--- config.mk ---
export PLATFORM = sky130hd
export DESIGN_NAME = ptc_top_control
export DESIGN_NICKNAME = d
export VERILOG_FILES = /design/src/ptc_pkg.sv /design/src/ptc_sync.sv /design/src/ptc_pulse.sv /design/src/ptc_top_control.sv
export SDC_FILE = /design/constraint.sdc
export NUM_CORES = 1
export LEC_CHECK = 0
export BUFFER_PORTS_ARGS = -buffer_cell sky130_fd_sc_hd__buf_2
export CAP_MARGIN = 5
export CORE_UTILIZATION = 28
export CTS_CLUSTER_SIZE = 30
export DETAILED_ROUTE_END_ITERATION = 10
export PLACE_DENSITY = 0.54
export SLEW_MARGIN = 10
export SYNTH_ARGS = -nofsm -noshare
export SYNTH_HDL_FRONTEND = slang
export SYNTH_SLANG_ARGS = --single-unit
--- constraint.sdc ---
create_clock -name clock -period 2.8 [get_ports clock]
set_input_delay 0.14 -clock clock [delete_from_list [all_inputs] [get_ports clock]]
set_output_delay 0.14 -clock clock [all_outputs]
set_load 0.005 [all_outputs]
--- src/ptc_pkg.sv ---
// constants of the top-level control register bank
// assumes: an 8-bit register port fed by the serial slave front end
package ptc_pkg;
  // register offsets
  localparam logic [7:0] ADDR_TOP_CONTROL_0 = 8'h09;
  localparam logic [7:0] ADDR_TOP_CONTROL_1 = 8'h0a;
  localparam logic [7:0] ADDR_TOP_CONTROL_2 = 8'h0b;
  // top_control_0 fields
  localparam int ILIM_LSB     = 5;
  localparam int SHIP_WAKE    = 4;
  localparam int PD_START     = 3;
  localparam int WDT_CHG_STOP = 2;
  localparam int OUTPUT_GOOD_COMPARE_ENABLE     = 0;
  // top_control_1 fields
  localparam int PREWARN_LSB  = 6;
  localparam int SOURCE_LSB   = 4;
  localparam int OVP_SEL      = 2;
  localparam int UVLO_LSB     = 0;
  // top_control_2 fields
  localparam int INTERNAL_SYSTEM_NODE_UVLO_LSB = 6;
  // reset values and field codes
  localparam logic [7:0] RESET_TOP_CONTROL_0 = 8'h41;
  localparam logic [7:0] RESET_TOP_CONTROL_1 = 8'h89;
  localparam logic [7:0] RESET_TOP_CONTROL_2 = 8'hc0;
  localparam logic [2:0] ILIM_NV_CODE        = 3'h0;
  localparam logic [2:0] ILIM_OFF_CODE       = 3'h7;
  localparam logic [1:0] MODE_ZERO           = 2'h0;
  // supply node source codes
  localparam logic [1:0] SRC_PRIORITY = 2'h0;
  localparam logic [1:0] SRC_BATTERY  = 2'h1;
  localparam logic [1:0] SRC_CHARGER  = 2'h2;
  localparam logic [1:0] SRC_NONE     = 2'h3;
  // timing
  localparam int CLOCK_MHZ          = 200;
  localparam int SYS_RESET_PULSE_NS = 1000;
  localparam int SYS_RESET_CYCLES   =
    (SYS_RESET_PULSE_NS * CLOCK_MHZ + 999) / 1000;
  // rail sequencing states
  typedef enum logic [1:0] {
    RAIL_OFF,
    RAIL_WAIT_KEY,
    RAIL_UP,
    RAIL_LOCKED
  } ptc_rail_t;
endpackage : ptc_pkg

--- src/ptc_sync.sv ---
// two-flop synchroniser for pin-level inputs
// assumes: inputs are levels from outside the clock domain
`timescale 1ns/100ps
`default_nettype none
module ptc_sync #(
  parameter int          WIDTH = 1,
  parameter logic [31:0] INIT  = 32'h0
) (
  // clock and reset
  input  wire logic             clock,
  input  wire logic             rstn,
  // pin side
  input  wire logic [WIDTH-1:0] async_in,
  // clock side
  output logic      [WIDTH-1:0] sync_out
);
  logic [WIDTH-1:0] stage1;

  // first stage feeds the second and nothing else
  always_ff @(posedge clock or negedge rstn) begin
    if (!rstn) begin
      stage1   <= INIT[WIDTH-1:0];
      sync_out <= INIT[WIDTH-1:0];
    end else begin
      stage1   <= async_in;
      sync_out <= stage1;
    end
  end
endmodule : ptc_sync
`default_nettype wire

--- src/ptc_pulse.sv ---
// fixed-length low pulse generator for the system reset output
// assumes: trigger is a one-cycle pulse on the same clock
`timescale 1ns/100ps
`default_nettype none
module ptc_pulse #(
  parameter int CYCLES = 200
) (
  // clock and reset
  input  wire logic clock,
  input  wire logic rstn,
  // control
  input  wire logic trigger,
  // output, low while the pulse runs
  output logic      pulse_n
);
  localparam int CW = $clog2(CYCLES + 1);
  logic [CW-1:0] count;

  // a new trigger restarts the count so the pulse is never cut short
  always_ff @(posedge clock or negedge rstn) begin
    if (!rstn) begin
      count   <= '0;
      pulse_n <= 1'b1;
    end else if (trigger) begin
      count   <= CW'(CYCLES - 1);
      pulse_n <= 1'b0;
    end else if (count != '0) begin
      count   <= count - CW'(1);
    end else begin
      pulse_n <= 1'b1;
    end
  end
endmodule : ptc_pulse
`default_nettype wire

--- src/ptc_top_control.sv ---
// top-level control register bank of the power management device
// assumes: a serial slave front end gives byte writes and reads,
// analog blocks take the selection codes, pins arrive unsynchronised
`timescale 1ns/100ps
`default_nettype none
module ptc_top_control #(
  parameter int RESET_PULSE_CYCLES = ptc_pkg::SYS_RESET_CYCLES
) (
  // clock and reset
  input  wire logic       clock,
  input  wire logic       rstn,
  // register port from the serial slave
  input  wire logic [7:0] reg_addr,
  input  wire logic       reg_write,
  input  wire logic [7:0] reg_wdata,
  input  wire logic       reg_read,
  output logic      [7:0] reg_rdata,
  output logic            reg_hit,
  // factory option and pins
  input  wire logic       nv_ilim_low,
  input  wire logic       charger_input_supply,
  input  wire logic       on_key_n,
  // watchdog and mode from neighbouring logic
  input  wire logic       wdt_expired,
  input  wire logic [1:0] chip_mode_request,
  // raw power-good comparator results
  input  wire logic       buck1_compare,
  input  wire logic       buck2_compare,
  input  wire logic       linear1_compare,
  input  wire logic       linear2_compare,
  // charger and limits
  output logic            charge_enable,
  output logic [2:0]      input_current_limit_select,
  output logic            input_current_limit_off,
  output logic            input_overvoltage_select,
  output logic [1:0]      input_undervoltage_select,
  // supply node
  output logic [1:0]      supply_node_prewarn_level,
  output logic [1:0]      supply_node_source_select,
  output logic [1:0]      supply_node_undervoltage_select,
  output logic            use_charger_path,
  output logic            use_battery_path,
  // rail sequencing
  output logic            rails_power_up_start,
  output logic            rails_power_down_start,
  output logic            rails_enabled,
  output logic [1:0]      chip_mode,
  // power good
  output logic            output_good_compare_enable,
  output logic            buck1_output_ok,
  output logic            buck2_output_ok,
  output logic            linear1_output_ok,
  output logic            linear2_output_ok,
  // system reset
  output logic            system_reset_out_n
);
  logic [7:0]         top_control_0;
  logic [7:0]         top_control_1;
  logic [7:0]         top_control_2;
  logic               strap_taken;
  logic               vin_s;
  logic               vin_q;
  logic               key_s;
  logic               key_q;
  logic [3:0]         compare_s;
  logic               vin_plug;
  logic               key_fall;
  logic               wr0;
  logic               wr1;
  logic               wr2;
  logic               pd_request;
  logic               charge_stopped;
  logic               mode_revert;
  ptc_pkg::ptc_rail_t rail_state;
  ptc_pkg::ptc_rail_t next_rail_state;

  // read mux shared by the data path and the hit flag
  function automatic logic [8:0] read_reg(input logic [7:0] a,
                                          input logic [7:0] r0,
                                          input logic [7:0] r1,
                                          input logic [7:0] r2);
    logic [8:0] v;
    v = 9'h000;
    case (a)
      ptc_pkg::ADDR_TOP_CONTROL_0: v = {1'b1, r0};
      ptc_pkg::ADDR_TOP_CONTROL_1: v = {1'b1, r1};
      ptc_pkg::ADDR_TOP_CONTROL_2: v = {1'b1, r2};
      default:                     v = 9'h000;
    endcase
    return v;
  endfunction : read_reg

  // pins and comparators cross into the clock domain
  ptc_sync #(.WIDTH(1), .INIT(32'h0)) u_vin_sync (
    .clock    (clock),
    .rstn     (rstn),
    .async_in (charger_input_supply),
    .sync_out (vin_s)
  );

  ptc_sync #(.WIDTH(1), .INIT(32'h1)) u_key_sync (
    .clock    (clock),
    .rstn     (rstn),
    .async_in (on_key_n),
    .sync_out (key_s)
  );

  ptc_sync #(.WIDTH(4), .INIT(32'h0)) u_cmp_sync (
    .clock    (clock),
    .rstn     (rstn),
    .async_in ({buck1_compare, buck2_compare,
                linear1_compare, linear2_compare}),
    .sync_out (compare_s)
  );

  // edge history on synchronised levels only
  always_ff @(posedge clock or negedge rstn) begin
    if (!rstn) begin
      vin_q <= 1'b0;
      key_q <= 1'b1;
    end else begin
      vin_q <= vin_s;
      key_q <= key_s;
    end
  end

  assign vin_plug = vin_s & ~vin_q;
  assign key_fall = ~key_s & key_q;

  // write decode
  assign wr0 = reg_write & (reg_addr == ptc_pkg::ADDR_TOP_CONTROL_0);
  assign wr1 = reg_write & (reg_addr == ptc_pkg::ADDR_TOP_CONTROL_1);
  assign wr2 = reg_write & (reg_addr == ptc_pkg::ADDR_TOP_CONTROL_2);

  // the option is a level caught once after reset release, never by
  // the asynchronous reset itself
  always_ff @(posedge clock or negedge rstn) begin
    if (!rstn) begin
      strap_taken <= 1'b0;
    end else begin
      strap_taken <= 1'b1;
    end
  end

  // top_control_0; a host write in the strap cycle wins over the option
  always_ff @(posedge clock or negedge rstn) begin
    if (!rstn) begin
      top_control_0 <= ptc_pkg::RESET_TOP_CONTROL_0;
    end else if (wr0) begin
      top_control_0 <= reg_wdata;
    end else if (!strap_taken && nv_ilim_low) begin
      top_control_0[ptc_pkg::ILIM_LSB +: 3] <=
        ptc_pkg::ILIM_NV_CODE;
    end
  end

  always_ff @(posedge clock or negedge rstn) begin
    if (!rstn) begin
      top_control_1 <= ptc_pkg::RESET_TOP_CONTROL_1;
    end else if (wr1) begin
      top_control_1 <= reg_wdata;
    end
  end

  // only the upper field is held here; the rest of the third register
  // belongs to the mode block and reads as zero
  always_ff @(posedge clock or negedge rstn) begin
    if (!rstn) begin
      top_control_2 <= ptc_pkg::RESET_TOP_CONTROL_2;
    end else if (wr2) begin
      top_control_2 <= {reg_wdata[7:6], 6'h00};
    end
  end

  // read data registered one cycle after the strobe
  always_ff @(posedge clock or negedge rstn) begin
    if (!rstn) begin
      reg_rdata <= 8'h00;
      reg_hit   <= 1'b0;
    end else if (reg_read) begin
      {reg_hit, reg_rdata} <= read_reg(reg_addr, top_control_0,
                                       top_control_1,
                                       top_control_2);
    end
  end

  // one request per zero-to-one change of the bit; rewriting one while
  // it already reads one starts nothing new
  assign pd_request = wr0 & reg_wdata[ptc_pkg::PD_START]
                    & ~top_control_0[ptc_pkg::PD_START];

  // rail sequencing
  always_comb begin
    next_rail_state = rail_state;
    case (rail_state)
      ptc_pkg::RAIL_OFF: begin
        if (vin_plug) begin
          if (top_control_0[ptc_pkg::SHIP_WAKE]) begin
            next_rail_state = ptc_pkg::RAIL_WAIT_KEY;
          end else begin
            next_rail_state = ptc_pkg::RAIL_UP;
          end
        end else if (key_fall) begin
          next_rail_state = ptc_pkg::RAIL_UP;
        end
      end
      ptc_pkg::RAIL_WAIT_KEY: begin
        if (key_fall) begin
          next_rail_state = ptc_pkg::RAIL_UP;
        end
      end
      ptc_pkg::RAIL_UP: begin
        next_rail_state = ptc_pkg::RAIL_UP;
      end
      ptc_pkg::RAIL_LOCKED: begin
        // a charger plug is ignored here; only the key wakes the rails
        if (key_fall) begin
          next_rail_state = ptc_pkg::RAIL_UP;
        end
      end
      default: begin
        next_rail_state = ptc_pkg::RAIL_OFF;
      end
    endcase
    if (pd_request) begin
      next_rail_state = ptc_pkg::RAIL_LOCKED;
    end
  end

  always_ff @(posedge clock or negedge rstn) begin
    if (!rstn) begin
      rail_state <= ptc_pkg::RAIL_OFF;
    end else begin
      rail_state <= next_rail_state;
    end
  end

  always_ff @(posedge clock or negedge rstn) begin
    if (!rstn) begin
      rails_power_up_start   <= 1'b0;
      rails_power_down_start <= 1'b0;
    end else begin
      rails_power_up_start   <= (next_rail_state == ptc_pkg::RAIL_UP)
                              && (rail_state != ptc_pkg::RAIL_UP);
      rails_power_down_start <= pd_request;
    end
  end

  assign rails_enabled = (rail_state == ptc_pkg::RAIL_UP);

  // watchdog: charge stop follows the bit; the set wins over the clear
  // by a charger unplug in the same cycle
  always_ff @(posedge clock or negedge rstn) begin
    if (!rstn) begin
      charge_stopped <= 1'b0;
    end else if (wdt_expired && top_control_0[ptc_pkg::WDT_CHG_STOP]) begin
      charge_stopped <= 1'b1;
    end else if (!vin_s) begin
      charge_stopped <= 1'b0;
    end
  end

  // charging in every rail state once the charger is present
  always_ff @(posedge clock or negedge rstn) begin
    if (!rstn) begin
      charge_enable <= 1'b0;
    end else begin
      charge_enable <= vin_s & ~charge_stopped
                     & ~(wdt_expired
                         & top_control_0[ptc_pkg::WDT_CHG_STOP]);
    end
  end

  // mode 0 is held after the watchdog until the host asks for mode 0
  always_ff @(posedge clock or negedge rstn) begin
    if (!rstn) begin
      mode_revert <= 1'b0;
      chip_mode   <= ptc_pkg::MODE_ZERO;
    end else begin
      if (wdt_expired) begin
        mode_revert <= 1'b1;
      end else if (chip_mode_request == ptc_pkg::MODE_ZERO) begin
        mode_revert <= 1'b0;
      end
      chip_mode <= (wdt_expired || mode_revert) ? ptc_pkg::MODE_ZERO
                                                : chip_mode_request;
    end
  end

  ptc_pulse #(.CYCLES(RESET_PULSE_CYCLES)) u_sys_reset (
    .clock   (clock),
    .rstn    (rstn),
    .trigger (wdt_expired),
    .pulse_n (system_reset_out_n)
  );

  // power-good status, forced low while the comparators are off
  always_ff @(posedge clock or negedge rstn) begin
    if (!rstn) begin
      {buck1_output_ok, buck2_output_ok,
       linear1_output_ok, linear2_output_ok} <= 4'h0;
    end else if (!top_control_0[ptc_pkg::OUTPUT_GOOD_COMPARE_ENABLE]) begin
      {buck1_output_ok, buck2_output_ok,
       linear1_output_ok, linear2_output_ok} <= 4'h0;
    end else begin
      {buck1_output_ok, buck2_output_ok,
       linear1_output_ok, linear2_output_ok} <= compare_s;
    end
  end

  // field outputs, straight from the registers
  assign input_current_limit_select =
    top_control_0[ptc_pkg::ILIM_LSB +: 3];
  assign input_current_limit_off =
    (input_current_limit_select == ptc_pkg::ILIM_OFF_CODE);
  assign output_good_compare_enable =
    top_control_0[ptc_pkg::OUTPUT_GOOD_COMPARE_ENABLE];
  assign supply_node_prewarn_level =
    top_control_1[ptc_pkg::PREWARN_LSB +: 2];
  assign supply_node_source_select =
    top_control_1[ptc_pkg::SOURCE_LSB +: 2];
  assign input_overvoltage_select =
    top_control_1[ptc_pkg::OVP_SEL];
  assign input_undervoltage_select =
    top_control_1[ptc_pkg::UVLO_LSB +: 2];
  assign supply_node_undervoltage_select =
    top_control_2[ptc_pkg::INTERNAL_SYSTEM_NODE_UVLO_LSB +: 2];

  // supply node path: charger beats battery in the priority code;
  // the test code opens both switches
  always_comb begin
    use_charger_path = 1'b0;
    use_battery_path = 1'b0;
    case (supply_node_source_select)
      ptc_pkg::SRC_PRIORITY: begin
        use_charger_path = vin_s;
        use_battery_path = ~vin_s;
      end
      ptc_pkg::SRC_BATTERY: begin
        use_battery_path = 1'b1;
      end
      ptc_pkg::SRC_CHARGER: begin
        use_charger_path = 1'b1;
      end
      ptc_pkg::SRC_NONE: begin
        use_charger_path = 1'b0;
      end
      default: begin
        use_charger_path = 1'b0;
      end
    endcase
  end
endmodule : ptc_top_control
`default_nettype wire

# After elaboration in Yosys (flattened, before gate mapping)
# Cells that the tools add are included.
# word_totals
ff_bits,64
in_bits,30
output_inout_bits,36
# op_classes
addsub,1
n_eq_ne,13
mux,23
bitwise_logic,16
reduce_logical,13
# ops
op,count
9-bit case mux with 3 select lines,1
"8-bit by 4-bit == test with 1-bit output, second input constant",3
8-bit 2-to-1 mux,2
1-bit AND,10
1-bit 2-to-1 mux,10
2-bit 2-to-1 mux,5
"2-bit == test, second input constant",4
8-bit nonzero test,1
"8-bit by 1-bit subtractor with 8-bit output, second input constant",1
2-bit logical NOT,3
3-bit 2-to-1 mux,2
"2-bit inequality test, second input constant",3
1-bit NOT,6
2-bit case mux with 3 select lines,1
2-bit nonzero test,3
"2-bit by 1-bit == test with 1-bit output, second input constant",2
1-bit case mux with 2 select lines,2
"3-bit == test, second input constant",1
1-bit logical AND,3
2-bit OR reduction,1
1-bit logical NOT,1
1-bit logical OR,1

# Longest topological paths before layout
# logic_depth
word_depth,8
ltp_mapped,5

# Modules after synthesis
# A second synthesis with hierarchy kept.
# hier_totals
cells_unflattened,204
hier_area_um2,2638.8
# by_module_without_submodules
module,n_inst,cells_per_inst,area_per_inst_um2,seq_area_each_um2
ptc_top_control,1,146,1864.3,1086.0
ptc_pulse,1,46,471.7,226.5
ptc_sync (u_cmp_sync),1,8,200.2,200.2
ptc_sync (u_key_sync),1,2,52.6,52.6
ptc_sync (u_vin_sync),1,2,50.0,50.0

# Worst setup path after synthesis
# OpenSTA, ideal clock, no wires.
# synth_timing
path_kind,reg2reg
startpoint,register u_sys_reset.count[0]
endpoint,register u_sys_reset.count[4]
setup_time_ps,132
t_arrival_ps,1486
slack_ps,1182
path_stages_with_launch,6
path_buffers,0
synth_period_minus_slack_ps,1618
path_cell_list,dfrtp_1 inv_1 ha_1 or4b_2 o2111ai_1 a21oi_1
# synth_via
elab_chain_len,3
word_cells_on_any_way,5
cone_classes,add/sub (1); mux (2); reduce/logical (2)
# synth_rtl
element,line,source
from (decl),ptc_pulse.sv:17,logic [CW-1:0] count;
from (signal assigned),ptc_pulse.sv:25,count <= CW'(CYCLES - 1);
from (signal assigned),ptc_pulse.sv:28,count <= count - CW'(1);
8-bit by 1-bit subtractor with 8-bit output,ptc_pulse.sv:28,
8-bit 2-to-1 mux,ptc_pulse.sv:27,end else if (count != '0) begin
8-bit 2-to-1 mux,ptc_pulse.sv:24,end else if (trigger) begin
# Several ways; a longest one is shown, not always the timed one. The select of a mux whose other input is x is not followed.
# A chain may end at the register's enable or synchronous reset.

# Final worst setup path
# layout_timing
startpoint,register u_sys_reset.count[0]
endpoint,register u_sys_reset.count[1]
# The elaborated chain is that of the path after synthesis.

==> results.sh <==
export IMPL_fp_coreArea_um2=8890
export IMPL_tightest_slew_ns=0.904
export IMPL_crit_slowest_cell="nor4b_1"
export IMPL_slew_violations=0
export IMPL_grt_util_all_layers_pct=12.5
export IMPL_peakVddDrop_uv=211
export IMPL_r2r_start="u_sys_reset.count[0]"
export IMPL_row_count=34
export IMPL_fin_crit_sh_pct=64.6
export IMPL_cts_buffers=9
export IMPL_dr_pass1_iters=4
export IMPL_rsz0062_at_grt="no"
export IMPL_reg2reg_depth=5
export IMPL_max_stage_delay_ns=0.69
export IMPL_antenna_left=0
export IMPL_diodes=0
export IMPL_die_h_um=98.6
export IMPL_dieArea_um2=9730
export IMPL_ys_ff_latch=64
export IMPL_clock_path_buffers=2
export IMPL_ys_top_cells_by_area="dfrtp_1 (51%), dfstp_2 (11%), mux2_2 (7.3%)"
export IMPL_synth_cell_types=46
export IMPL_drive_gt1_share_pct=41.1
export IMPL_netlist_area_leader_share_pct=50.7
export IMPL_holdCritStartpoint="reg_wdata[5]"
export IMPL_final_cells=393
export IMPL_ys_seq_area_share_pct=61.8
export IMPL_worstPathMaxFanout=6
export IMPL_mostFrequentLayoutCell="buf_2"
export IMPL_grt_pass1_vias=1859
export IMPL_power_density_nw_per_um2=549
export IMPL_syn_inst=207
export IMPL_yosysWarnings=0
export IMPL_htreeDepth=3
export IMPL_overflow=0
export IMPL_synth_nets=239
export IMPL_io_pins=66
export IMPL_arrival_ns=2.07
export IMPL_port_buffers=65
export IMPL_fin_crit_ns=1.81
export IMPL_setup_viol=0
export IMPL_first_iter_violations=40
export IMPL_mostFrequentLayoutCells="buf_2 (65), dfrtp_1 (53), inv_1 (18), mux2_2 (17), dfstp_2 (11)"
export IMPL_die_x_um=98.6
export IMPL_vias_per_cell=4.59
export IMPL_grt_pass1_wl_um=9120
export IMPL_cts_root_buf="clkbuf_8"
export IMPL_r2r_end="u_sys_reset.count[1]"
export IMPL_final_hold_viol_count=0
export IMPL_antenna_found_initial=0
export IMPL_nNetsFinal=312
export IMPL_met2_wirelength_um=2680
export IMPL_wl_per_cell_um=14.0
export IMPL_syn_area_um2=2620
export IMPL_cts_sinks=64
export IMPL_slew_headroom_pct=39.7
export IMPL_dpl_cell_count=369
export IMPL_vias=1805
export IMPL_routed_wl_um=5490
export IMPL_initial_utilization_pct=29.4
export IMPL_syn_avg_cell_area_um2=12.6
export IMPL_route_met3_wl_um=292
export IMPL_cap_violations=0
export IMPL_power_leakage_nw=1.57
export IMPL_status="finished, final reports clean"
export IMPL_worstHoldPathCells=3
export IMPL_area_growth_pct=24.5
export IMPL_wl_met1_um=2420
export IMPL_hold_class="in2reg"
export IMPL_hold_end="top_control_0[5]"
export IMPL_crit_required_ns=3.06
export IMPL_fmax_mhz=553
export IMPL_post_route_util_pct=36.6
export IMPL_skew_ns=0.00549
export IMPL_cp_start_kind="flop"
export IMPL_gp_congestion=0.783
export IMPL_top_layer="met4"
export IMPL_critical_path_class="reg2reg"
export IMPL_cp_end_kind="flop"
export IMPL_synth_area_leader_cell="dfrtp_1"
export IMPL_grt_max_degree=35
export IMPL_clk_pin_slew_worst_paths_ns=0.08
export IMPL_finalSetupTns_ns=0
export IMPL_drc_errors=0
export IMPL_reg2reg_setup_slack_ns=0.99
export IMPL_cts_tree="yes"
export IMPL_crit_chain="inv_1 > ha_1 > nor4b_1 > a21boi_0 > o21ai_0"
export IMPL_insertion_delay_ns=0.34
export IMPL_cts_resized_gates=0
export IMPL_dpl_hpwl_um=3920
==> registers in the layout (all words and copies together), names as in the netlist, 2 cells and up <==
name                 count
chip_mode                2
u_cmp_sync.sync_out      4
reg_rdata                8
u_cmp_sync.stage1        4
rail_state               2
top_control_1            8
top_control_0            8
top_control_2            2
u_sys_reset.count        8
==> cells by family after synthesis <==
group,after synthesis,share of synthesized area (%)
compound gates,39,9.67
fa+ha+maj,2,0.957
buf+inv,31,5.88
flops,64,61.8
mux,21,8.85
other cells,1,0.143
simple gates,49,12.7
==> how the worst max path moves through the flow <==
stage                                     from              endpoint  slack, ns  depth (start not counted)
after CTS                 u_sys_reset.count[0]  u_sys_reset.count[1]       0.99                          5
final                     u_sys_reset.count[0]  u_sys_reset.count[1]       0.99                          5
after global routing      u_sys_reset.count[0]  u_sys_reset.count[1]       0.85                          5
after floorplan           u_sys_reset.count[0]  u_sys_reset.count[4]       1.18                          5
after detailed placement  u_sys_reset.count[0]  u_sys_reset.count[1]       1.02                          5
after global placement             reg_addr[5]      top_control_1[5]       1.08                          4
==> cell type report <==
type	instances	area, µm²
fillers	906	5630
clock buffers	9	124
well taps	108	135
flip-flops and latches	64	1620
repair buffers	75	420
inverters	18	67.6
multi-input cells	112	846
clock inverters	7	48.8
==> layer usage <==
layer,up-vias,track usage [%]
met5,-,0
met4,0,5.51
met3,6,4.96
met2,49,19.8
met1,880,15.0
li1,870,-
==> synth_stat cells (all sizes together) <==
library cell,count
nor3b,2
a21oi,6
conb,1
or4b,2
mux2,17
o21ai,8
or4,3
or3b,2
o21a,2
nand2b,3
ha,2
nand3,3
inv,18
and4bb,1
a211oi,1
nor2b,5
dfstp,11
a22o,1
a21boi,1
a22oi,8
a211o,1
o31ai,1
and4b,1
clkbuf,2
and3,1
and3b,2
nor3,3
buf,11
nor4,1
nor2,3
and4,1
or3,3
nand3b,1
nand2,6
mux2i,4
nor4b,1
nand4,1
dfrtp,53
o2111ai,2
o22ai,8
and2,4
==> per-stage QoR <==
step                power, mW  hold slack (ns)  setup WS, ns  cell area, µm²
CTS                      1.82           0.0121         0.995            3260
global route             1.88           0.0200         0.851            3260
global placement         1.11            0.251          1.08            3000
floorplan                1.04           -0.156          1.18            2620
finish                   1.79           0.0340         0.991            3260
detailed placement       1.11            0.249          1.02            3000
==> where the power goes <==
| part | total, mW | switching, mW | internal, mW |
|---|---|---|---|
| sequential | 0.979 | 0.0186 | 0.960 |
| combinational | 0.122 | 0.0642 | 0.0581 |
| clock | 0.688 | 0.370 | 0.318 |
==> critical path: cells and delay by family, from the launching register on <==
kind                       cells  cell delay (ns)
DFF                            1             0.40
and+or+nand+nor                1             0.69
AOI/OAI and AO/OA              2             0.37
buffers and inverters          1             0.11
adders and majority gates      1             0.16
==> timing repair <==
action,CTS,global route
setup buffers,0,0
hold buffers,8,0
hold endpoints to repair,32,0
Note: power is estimated with default switching activity, not from simulation.
